[config.mk]
export PLATFORM = sky130hd
export DESIGN_NAME = dfpr_regs_flat
export DESIGN_NICKNAME = d
export VERILOG_FILES = /design/src/dfpr_pkg.sv /design/src/dfpr_if.sv /design/src/dfpr_regs.sv /design/src/flat_wrapper.sv
export SDC_FILE = /design/constraint.sdc
export NUM_CORES = 1
export LEC_CHECK = 0
export BUFFER_PORTS_ARGS = -buffer_cell sky130_fd_sc_hd__buf_2
export CORE_ASPECT_RATIO = 1.4
export CORE_MARGIN = 2
export CORE_UTILIZATION = 60
export CTS_CLUSTER_SIZE = 14
export DETAILED_ROUTE_END_ITERATION = 6
export HOLD_SLACK_MARGIN = 0.12
export PLACE_DENSITY = 0.78
export SKIP_LAST_GASP = 1
export SLEW_MARGIN = 30
export SYNTH_ARGS = -nofsm -noshare
export SYNTH_HDL_FRONTEND = slang
export SYNTH_SLANG_ARGS = --single-unit
[constraint.sdc]
create_clock -name clk -period 10.4 [get_ports clk]
set_input_delay 1.04 -clock clk [delete_from_list [all_inputs] [get_ports clk]]
set_output_delay 1.04 -clock clk [all_outputs]
set_load 0.02 [all_outputs]
[src/dfpr_pkg.sv]
// Shared constants of the frequency offset register bank: register map,
// field layout, reset values, pull-range spans and update pacing.
// Assumes a single 50 MHz clock shared by both ends of the register port.
`default_nettype none

package dfpr_pkg;

   // Register addresses
   localparam logic [7:0] DFPR_ADDR_LOW = 8'h00;   // Low offset word
   localparam logic [7:0] DFPR_ADDR_HIGH = 8'h01;  // High offset word and drive enable
   localparam logic [7:0] DFPR_ADDR_RANGE = 8'h02; // Pull-range select

   // Field layout
   localparam int DFPR_OFFSET_W = 26;  // Whole signed offset
   localparam int DFPR_LOW_W = 16;     // Bits held in the low word
   localparam int DFPR_HIGH_W = 10;    // Bits held in the high word
   localparam int DFPR_DRIVE_BIT = 10; // Drive enable position in the high register
   localparam int DFPR_RANGE_W = 4;    // Pull-range select width
   localparam int DFPR_SPAN_W = 19;    // Span in hundredths of a ppm
   localparam int DFPR_SHIFT_W = 20;   // Signed applied shift in hundredths of a ppm
   localparam int DFPR_FS_SHIFT = 25;  // Full-scale word is 2^25-1

   // Reset values
   localparam logic [15:0] DFPR_LOW_RST = 16'h0000;
   localparam logic [9:0] DFPR_HIGH_RST = 10'h000;
   localparam logic DFPR_DRIVE_RST = 1'b0;
   localparam logic [25:0] DFPR_OFFSET_RST = 26'h0000000;

   // Largest and smallest offsets that stay inside the selected range
   localparam logic signed [25:0] DFPR_POS_FULL = 26'sh1ffffff; // 33,554,431
   localparam logic signed [25:0] DFPR_NEG_FULL = -26'sh1ffffff;

   // Update pacing: least time between two applied offsets
   localparam int DFPR_CLK_HZ = 50_000_000;
   localparam int DFPR_UPDATE_HZ = 38_000;
   localparam int DFPR_GAP_CYC = (DFPR_CLK_HZ + DFPR_UPDATE_HZ - 1) / DFPR_UPDATE_HZ;
   localparam int DFPR_GAP_W = 11;

   // Half-span of each pull-range code, hundredths of a ppm
   function automatic logic [18:0] dfpr_span(input logic [3:0] code);
      logic [18:0] s;
      case (code)
         4'h0: s = 19'd625;
         4'h1: s = 19'd1000;
         4'h2: s = 19'd1250;
         4'h3: s = 19'd2500;
         4'h4: s = 19'd5000;
         4'h5: s = 19'd8000;
         4'h6: s = 19'd10000;
         4'h7: s = 19'd12500;
         4'h8: s = 19'd15000;
         4'h9: s = 19'd20000;
         4'ha: s = 19'd40000;
         4'hb: s = 19'd60000;
         4'hc: s = 19'd80000;
         4'hd: s = 19'd120000;
         4'he: s = 19'd160000;
         default: s = 19'd320000;
      endcase
      return s;
   endfunction : dfpr_span

endpackage : dfpr_pkg

`default_nettype wire

[src/dfpr_if.sv]
// Register port between the host controller and the frequency register bank.
// Assumes both ends run on the same clock; the serial protocol engine is outside.
`default_nettype none

interface dfpr_if (
   input wire logic clk,
   input wire logic resetn
);
   logic req;          // Host holds a request until ack
   logic we;           // Write when high, read when low
   logic [7:0] addr;   // Register address
   logic [15:0] wdata; // Write data
   logic ack;          // One-cycle answer from the bank
   logic [15:0] rdata; // Read data, valid with ack

   modport dev (input clk, input resetn, input req, input we, input addr, input wdata,
                output ack, output rdata);
   modport host (input clk, input resetn, output req, output we, output addr,
                 output wdata, input ack, input rdata);
endinterface : dfpr_if

`default_nettype wire

[src/dfpr_regs.sv]
// Frequency offset register bank of a digitally pulled oscillator.
// Assumes a host on dfpr_if that holds req until ack; oe_pin comes from a pin.
// What this block does
// RULE1: Offset is one 26-bit two's complement value
// RULE2: Offset resets to zero, nominal frequency
// RULE3: Low 16 bits at 0x00, upper 10 at 0x01
// RULE4: Host writes low word before high word
// RULE5: Frequency changes only after high word write
// RULE6: Low word staged, all bits applied together
// RULE7: Four-bit field at 0x02 selects pull range
// RULE8: Value 33,554,431 is positive range end
// RULE9: Shift never exceeds selected pull range limits; for one cycle after a range write applied_shift uses the old range
// RULE10: Resets to factory range, both stay writable
// RULE11: Updates take effect at most 38 kHz; only offsets are paced, range writes take effect at once
// RULE12: Host sets drive bit with high word
// RULE13: Drive bit acts only under software control
// RULE14: Drive bit resets to zero, one enables
// RULE15: Unused bits read zero, ignore writes
`default_nettype none

module dfpr_regs import dfpr_pkg::*; #(
   parameter logic [3:0] FACTORY_RANGE = 4'h9 // Range code loaded at reset
) (
   dfpr_if.dev bus,
   input wire logic sw_drive_mode,
   input wire logic oe_pin,
   output logic drive_en,
   output logic [25:0] applied_offset,
   output logic [3:0] applied_range,
   output logic signed [19:0] applied_shift,
   output logic update_strobe
);

   // Register port state
   logic [15:0] low_ff, nxt_low;         // Staged low offset word
   logic [9:0] high_ff, nxt_high;        // Last written high offset word
   logic drive_ff, nxt_drive;            // Software drive enable
   logic [3:0] range_ff, nxt_range;      // Selected pull range
   logic ack_ff, nxt_ack;                // Answer pulse
   logic [15:0] rdata_ff, nxt_rdata;     // Read data

   // Apply path state
   logic [25:0] pend_ff, nxt_pend;       // Full offset awaiting its slot
   logic pend_vld_ff, nxt_pend_vld;      // A complete offset is waiting
   logic [25:0] offset_ff, nxt_offset;   // Offset in use
   logic [10:0] gap_ff, nxt_gap;         // Cycles left before next apply
   logic upd_ff, nxt_upd;                // Apply pulse
   logic signed [19:0] shift_ff, nxt_shift; // Scaled shift in use

   // Pin synchroniser for the hardware drive enable
   logic oe_meta_ff, oe_sync_ff;

   // Combinational helpers of the port and of the shift
   logic take;                           // Request accepted this cycle
   logic apply;                          // Pending offset goes live
   logic signed [25:0] lim;              // Offset limited to the range
   logic signed [45:0] prod;             // Offset times span

   // Each request is taken once; the ack cycle blocks a second take of the
   // same held request
   // A host that keeps req high past its ack gets a second access two edges
   // after the first, so the host must drop or change req on seeing ack
   assign take = bus.req && !ack_ff;
   // A waiting offset goes live only once the pacing gap has run out, which
   // keeps applied updates under the update rate whatever the bus speed
   assign apply = pend_vld_ff && (gap_ff == 11'd0); // RULE11

   // Register writes and reads
   // Unused bits never reach a flop, so they read back as zeros
   always_comb begin
      nxt_low = low_ff;
      nxt_high = high_ff;
      nxt_drive = drive_ff;
      nxt_range = range_ff;
      nxt_ack = take;
      nxt_rdata = rdata_ff;
      if (take && bus.we) begin
         case (bus.addr)
            DFPR_ADDR_LOW: begin
               // Staged only; the offset in use is untouched
               nxt_low = bus.wdata; // RULE3 RULE6
            end
            DFPR_ADDR_HIGH: begin
               // Bits 15:11 are dropped here and read back as zeros
               nxt_high = bus.wdata[DFPR_HIGH_W-1:0]; // RULE3
               // Pin control leaves the bit as it was
               if (sw_drive_mode) begin
                  nxt_drive = bus.wdata[DFPR_DRIVE_BIT]; // RULE13
               end
            end
            DFPR_ADDR_RANGE: begin
               // Span changes at once; range writes are not paced
               nxt_range = bus.wdata[DFPR_RANGE_W-1:0]; // RULE7 RULE10
            end
            default: begin
               // Unmapped writes are dropped
            end
         endcase
      end else if (take) begin
         // Read data comes from a flop, so it stands steady with ack
         case (bus.addr)
            DFPR_ADDR_LOW: nxt_rdata = low_ff;
            DFPR_ADDR_HIGH: nxt_rdata = {5'h00, drive_ff, high_ff}; // RULE15
            DFPR_ADDR_RANGE: nxt_rdata = {12'h000, range_ff}; // RULE15
            default: nxt_rdata = 16'h0000;
         endcase
      end
   end

   // Register port flops; reset loads the power-up register map
   always_ff @(posedge bus.clk or negedge bus.resetn) begin
      if (!bus.resetn) begin
         low_ff <= DFPR_LOW_RST; // RULE2
         high_ff <= DFPR_HIGH_RST; // RULE2
         drive_ff <= DFPR_DRIVE_RST; // RULE14
         range_ff <= FACTORY_RANGE; // RULE10
         ack_ff <= 1'b0;
         rdata_ff <= 16'h0000;
      end else begin
         low_ff <= nxt_low;
         high_ff <= nxt_high;
         drive_ff <= nxt_drive;
         range_ff <= nxt_range;
         ack_ff <= nxt_ack;
         rdata_ff <= nxt_rdata;
      end
   end

   // Offset staging, pacing and scaling; a newer high-word write while one
   // is waiting replaces it, so only the latest request reaches the output
   always_comb begin
      nxt_pend = pend_ff;
      nxt_pend_vld = pend_vld_ff;
      nxt_offset = offset_ff;
      nxt_gap = gap_ff;
      nxt_upd = 1'b0;
      // Gap counts down to zero and rests there
      if (gap_ff != 11'd0) begin
         nxt_gap = gap_ff - 11'd1;
      end
      if (apply) begin
         // Reload the gap at the moment the new offset goes live
         nxt_offset = pend_ff; // RULE5
         nxt_pend_vld = 1'b0;
         nxt_upd = 1'b1;
         nxt_gap = 11'(DFPR_GAP_CYC - 1); // RULE11
      end
      // A new full word wins over the slot that empties in the same cycle
      if (take && bus.we && bus.addr == DFPR_ADDR_HIGH) begin
         nxt_pend = {bus.wdata[DFPR_HIGH_W-1:0], low_ff}; // RULE1 RULE5 RULE6
         nxt_pend_vld = 1'b1;
      end
   end

   // Limit the most negative code so both ends of the span are symmetric
   // The shift is floored, not rounded: one least step of accuracy is traded
   // for a plain arithmetic shift instead of a divider
   always_comb begin
      lim = $signed(offset_ff);
      if (lim < DFPR_NEG_FULL) begin
         lim = DFPR_NEG_FULL; // RULE9
      end
      prod = 46'(lim) * $signed({1'b0, dfpr_span(range_ff)}); // RULE8
      nxt_shift = 20'(prod >>> DFPR_FS_SHIFT); // RULE9
   end

   // Apply path flops; reset leaves the oscillator at nominal frequency
   always_ff @(posedge bus.clk or negedge bus.resetn) begin
      if (!bus.resetn) begin
         pend_ff <= DFPR_OFFSET_RST;
         pend_vld_ff <= 1'b0;
         offset_ff <= DFPR_OFFSET_RST; // RULE2
         gap_ff <= 11'd0;
         upd_ff <= 1'b0;
         shift_ff <= 20'sd0;
      end else begin
         pend_ff <= nxt_pend;
         pend_vld_ff <= nxt_pend_vld;
         offset_ff <= nxt_offset;
         gap_ff <= nxt_gap;
         upd_ff <= nxt_upd;
         shift_ff <= nxt_shift;
      end
   end

   // Two flops before the pin level is used
   // Only the second flop is read; the first may still be settling
   always_ff @(posedge bus.clk or negedge bus.resetn) begin
      if (!bus.resetn) begin
         oe_meta_ff <= 1'b0;
         oe_sync_ff <= 1'b0;
      end else begin
         oe_meta_ff <= oe_pin;
         oe_sync_ff <= oe_meta_ff;
      end
   end

   // Outputs; the range takes effect at once, the offset through pacing
   // applied_shift lags applied_offset and the range by one cycle
   // drive_en is a mux of two flops; sw_drive_mode must share this clock
   assign drive_en = sw_drive_mode ? drive_ff : oe_sync_ff; // RULE13 RULE14
   assign applied_offset = offset_ff;
   assign applied_range = range_ff;
   assign applied_shift = shift_ff;
   assign update_strobe = upd_ff;
   assign bus.ack = ack_ff;
   assign bus.rdata = rdata_ff;

endmodule : dfpr_regs

`default_nettype wire

[src/flat_wrapper.sv]
// flat-port wrapper written by rule: the top's interface ports become plain ports
module dfpr_regs_flat import dfpr_pkg::*;
#(
   parameter logic [3:0] FACTORY_RANGE = 4'h9                              
)
  (sw_drive_mode, oe_pin, drive_en, applied_offset, applied_range, applied_shift, update_strobe, clk, resetn, bus_req, bus_we, bus_addr, bus_wdata, bus_ack, bus_rdata);
  dfpr_if bus_i (.clk(clk), .resetn(resetn));
  input wire logic sw_drive_mode;
  input wire logic oe_pin;
  output logic drive_en;
  output logic [25:0] applied_offset;
  output logic [3:0] applied_range;
  output logic signed [19:0] applied_shift;
  output logic update_strobe;
  input wire logic clk;
  input wire logic resetn;
  input wire logic [$bits(bus_i.req)-1:0] bus_req;
  input wire logic [$bits(bus_i.we)-1:0] bus_we;
  input wire logic [$bits(bus_i.addr)-1:0] bus_addr;
  input wire logic [$bits(bus_i.wdata)-1:0] bus_wdata;
  output wire logic [$bits(bus_i.ack)-1:0] bus_ack;
  output wire logic [$bits(bus_i.rdata)-1:0] bus_rdata;
  assign bus_i.req = bus_req;
  assign bus_i.we = bus_we;
  assign bus_i.addr = bus_addr;
  assign bus_i.wdata = bus_wdata;
  assign bus_ack = bus_i.ack;
  assign bus_rdata = bus_i.rdata;
  dfpr_regs #(.FACTORY_RANGE(FACTORY_RANGE)) u_core (.bus(bus_i), .sw_drive_mode(sw_drive_mode), .oe_pin(oe_pin), .drive_en(drive_en), .applied_offset(applied_offset), .applied_range(applied_range), .applied_shift(applied_shift), .update_strobe(update_strobe));
endmodule
==> impl_metrics.tcl <==
set metrics [dict create \
    multi_input_area_um2 16500 \
    cts_hold_buf 0 \
    r2r_slack_ns 0.94 \
    core_um2 36600 \
    cts_sinks 125 \
    cp.required_ns 10.73 \
    cp.arrival_ns 9.79 \
    syn_area_per_cell_um2 9.36 \
    gp_congestion 0.978 \
    grt_pass1_wl_mm 93.9 \
    vdd_drop_max_v 0.000145 \
    synth_top_cell_by_area "fa_1" \
    maxSlewViolCount 0 \
    min_period_over_period_pct 91.0 \
    cp-start-kind "flop" \
    ys_top_cells_by_count "inv_1 (568), fa_1 (494), nor2_1 (341)" \
    insertion_delay_ns 0.46 \
    slew_headroom_pct 30.5 \
    cts_tree "built" \
    r2r-start "u_core.applied_offset[14]" \
    ios 99 \
    tightestPinTransition_ns 1.04 \
    wl_per_cell_um 19.9 \
    hold_class "flop to flop" \
    seq_area_um2 3130 \
    dp_hpwl_mm 47.4 \
    cts-buffers-inserted 17 \
    layout.nets 3056 \
    synth_nets 3015 \
    synth_edf_count 0 \
    routed-via-count 16200 \
    clock-skew-final_ns 0.0315 \
    clk_pin_slew_ns 0.09 \
    clockBufferDepth 2 \
    setup_tns_ns 0 \
    detail-route-antenna-nets 0 \
    antennaDiodeCount 0 \
    cts.repair.resized 0 \
    min_path_cells 0 \
    run_status "completed" \
    crit_path_frequent_cell "fa_1" \
    drc 0 \
    cp_slowest_cell "nor2b_1" \
    utilization_pct 64.6 \
    syn_inst 2367 \
    grt_setup_unrepaired "false" \
    crit_family "adder cells" \
    die_h_um 231 \
    post_layout_nonfiller_instances 2888 \
    port_buffers 98 \
    netlist.area_leader.share_pct 44.6 \
    routed_via_density 5.61 \
    critical-path-max-stage-delay_ns 0.77 \
    drive_gt1_share_pct 10.7 \
    synth_warnings 0 \
    grt_max_degree 67 \
    crit_buf_inv 5 \
    hold_viol 0 \
    rr_worst_depth 28 \
    fillers 2935 \
    timing.rr.end "u_core.applied_shift[17]" \
    gr-total-overflow 0 \
    drt_pass1_iterations 5 \
    cap_violations 0 \
    cts_setup_buffers 0 \
    rows 83 \
    async_reset_ff_share_pct 100 \
    htreeDepth 4 \
    grtUsageTotal_pct 31.8 \
    yosysMostFrequentCell "inv_1" \
    antenna_found_initial 0 \
    fp.dieW_um 166 \
    initial_core_util_pct 60.6 \
    yosysUniqueCellTypes 58 \
    netlist_area_um2 22100 \
    crit_fanout 53 \
    synth_flop_cell "dfrtp_1" \
    setup_viol 0 \
    grt_pass1_vias 18300 \
    dp.cells 2856 \
    power.leakage_nw 12.9 \
    area_growth_pct 6.68 \
    power_density_nw_per_um2 51.1 \
    yosysSeqAreaShare_pct 14.1 \
    hp-start "u_core.oe_meta_ff" \
    max_freq_ghz 0.106 \
    fin_crit_ns 9.46 \
    cts_root_buf "clkbuf_16" \
    first_iter_violations 981 \
    drt-total-wl_mm 57.5 \
    hold_end "u_core.oe_sync_ff" \
    path_class "flop to flop" \
    dieArea_um2 38500 \
    synth_area_leaders "fa_1 (45%), dfrtp_1 (14%), inv_1 (9.6%)" \
    endpoint_kind "flop" \
    ys_ff_latch 125 \
]
==> cells in the final DEF, fill, tap and decap left out, types with 30 or more instances in the layout <==
cell        n
a21oi_1    34
buf_2      97
buf_4      30
dfrtp_1   123
fa_1      494
ha_1      123
inv_1     568
mux2_2     74
nand2_1   230
nand2b_1   38
nor2_1    340
nor2b_1    30
o21ai_0    33
==> stage by stage <==
step           area, µm²  setup slack, ns  hold WS, ns  power [mW]
2_1_floorplan      22200             2.15        0.331       0.596
3_3_place_gp       23100            0.942        0.332       0.635
3_5_place_dp       23100             1.06        0.348       0.642
4_1_cts            23600             1.03        0.362        1.21
5_1_grt            23600            0.472        0.362        1.24
6_report           23600            0.936        0.357        1.21
==> sequential cells by signal, indices dropped and copies added, names as in the netlist <==
register	count
u_core.low_ff	16
u_core.bus.rdata	16
u_core.pend_vld_ff	1
u_core.oe_sync_ff	1
u_core.applied_shift	20
u_core.oe_meta_ff	1
u_core.drive_ff	1
u_core.gap_ff	11
u_core.applied_offset	26
u_core.bus.ack	1
u_core.pend_ff	16
u_core.high_ff	10
u_core.applied_range	4
u_core.update_strobe	1
==> worst reg2reg max path: cells and delay by family (launching register included) <==
family / cells / cell delay, ns
flip-flops: 1 / 0.43
buffers and inverters: 5 / 0.29
adder cells (fa/ha/maj): 9 / 4.37
AO/OA/AOI/OAI: 9 / 2.26
AND/OR/NAND/NOR: 5 / 1.97
==> cells by family (layout without fill, tap and decap cells) <==
logic type	Yosys count	after routing	synth area share [%]
AO/OA/AOI/OAI	124	124	3.51
XOR/XNOR	36	36	1.42
adder cells (fa/ha/maj)	618	618	51.7
buffers and inverters	675	729	11.5
flip-flops	125	125	14.1
multiplexers	87	87	4.35
AND/OR/NAND/NOR	702	702	13.4
==> per-layer routing <==
metal / track usage (%) / vias up / part of all wire (%)
met1: 34.0 / 8295 / 33
met4: 22.6 / 0 / 8.5
met3: 4.71 / 281 / 5.7
li1: - / 6981 / -
met5: 0 / - / 0
met2: 57.6 / 659 / 53
==> area by class of cell <==
class                   instances  share of cell area, %
repair buffers                128                   3.06
clock inverters                14                  0.466
multi-input cells            1567                   69.9
clock buffers                  18                   1.82
inverters                     569                   9.04
flip-flops and latches        125                   13.2
well taps                     467                   2.47
==> worst max path at each step <==
| stage | endpoint | from | cells past startpoint |
|---|---|---|---|
| 2_1_floorplan | u_core.applied_shift[17] | u_core.applied_range[0] | 30 |
| 3_3_place_gp | u_core.applied_shift[17] | u_core.applied_offset[7] | 29 |
| 3_5_place_dp | u_core.applied_shift[17] | u_core.applied_offset[7] | 29 |
| 4_1_cts | u_core.applied_shift[17] | u_core.applied_offset[14] | 28 |
| 5_1_grt | u_core.applied_shift[17] | u_core.applied_offset[14] | 29 |
| 6_report | u_core.applied_shift[17] | u_core.applied_offset[14] | 28 |
==> power breakdown <==
group,switching [mW],internal [mW],total [mW]
Combinational,0.0679,0.0355,0.103
Sequential,0.0226,0.510,0.533
Clock,0.263,0.309,0.572
(Power assumes the default switching activity.)
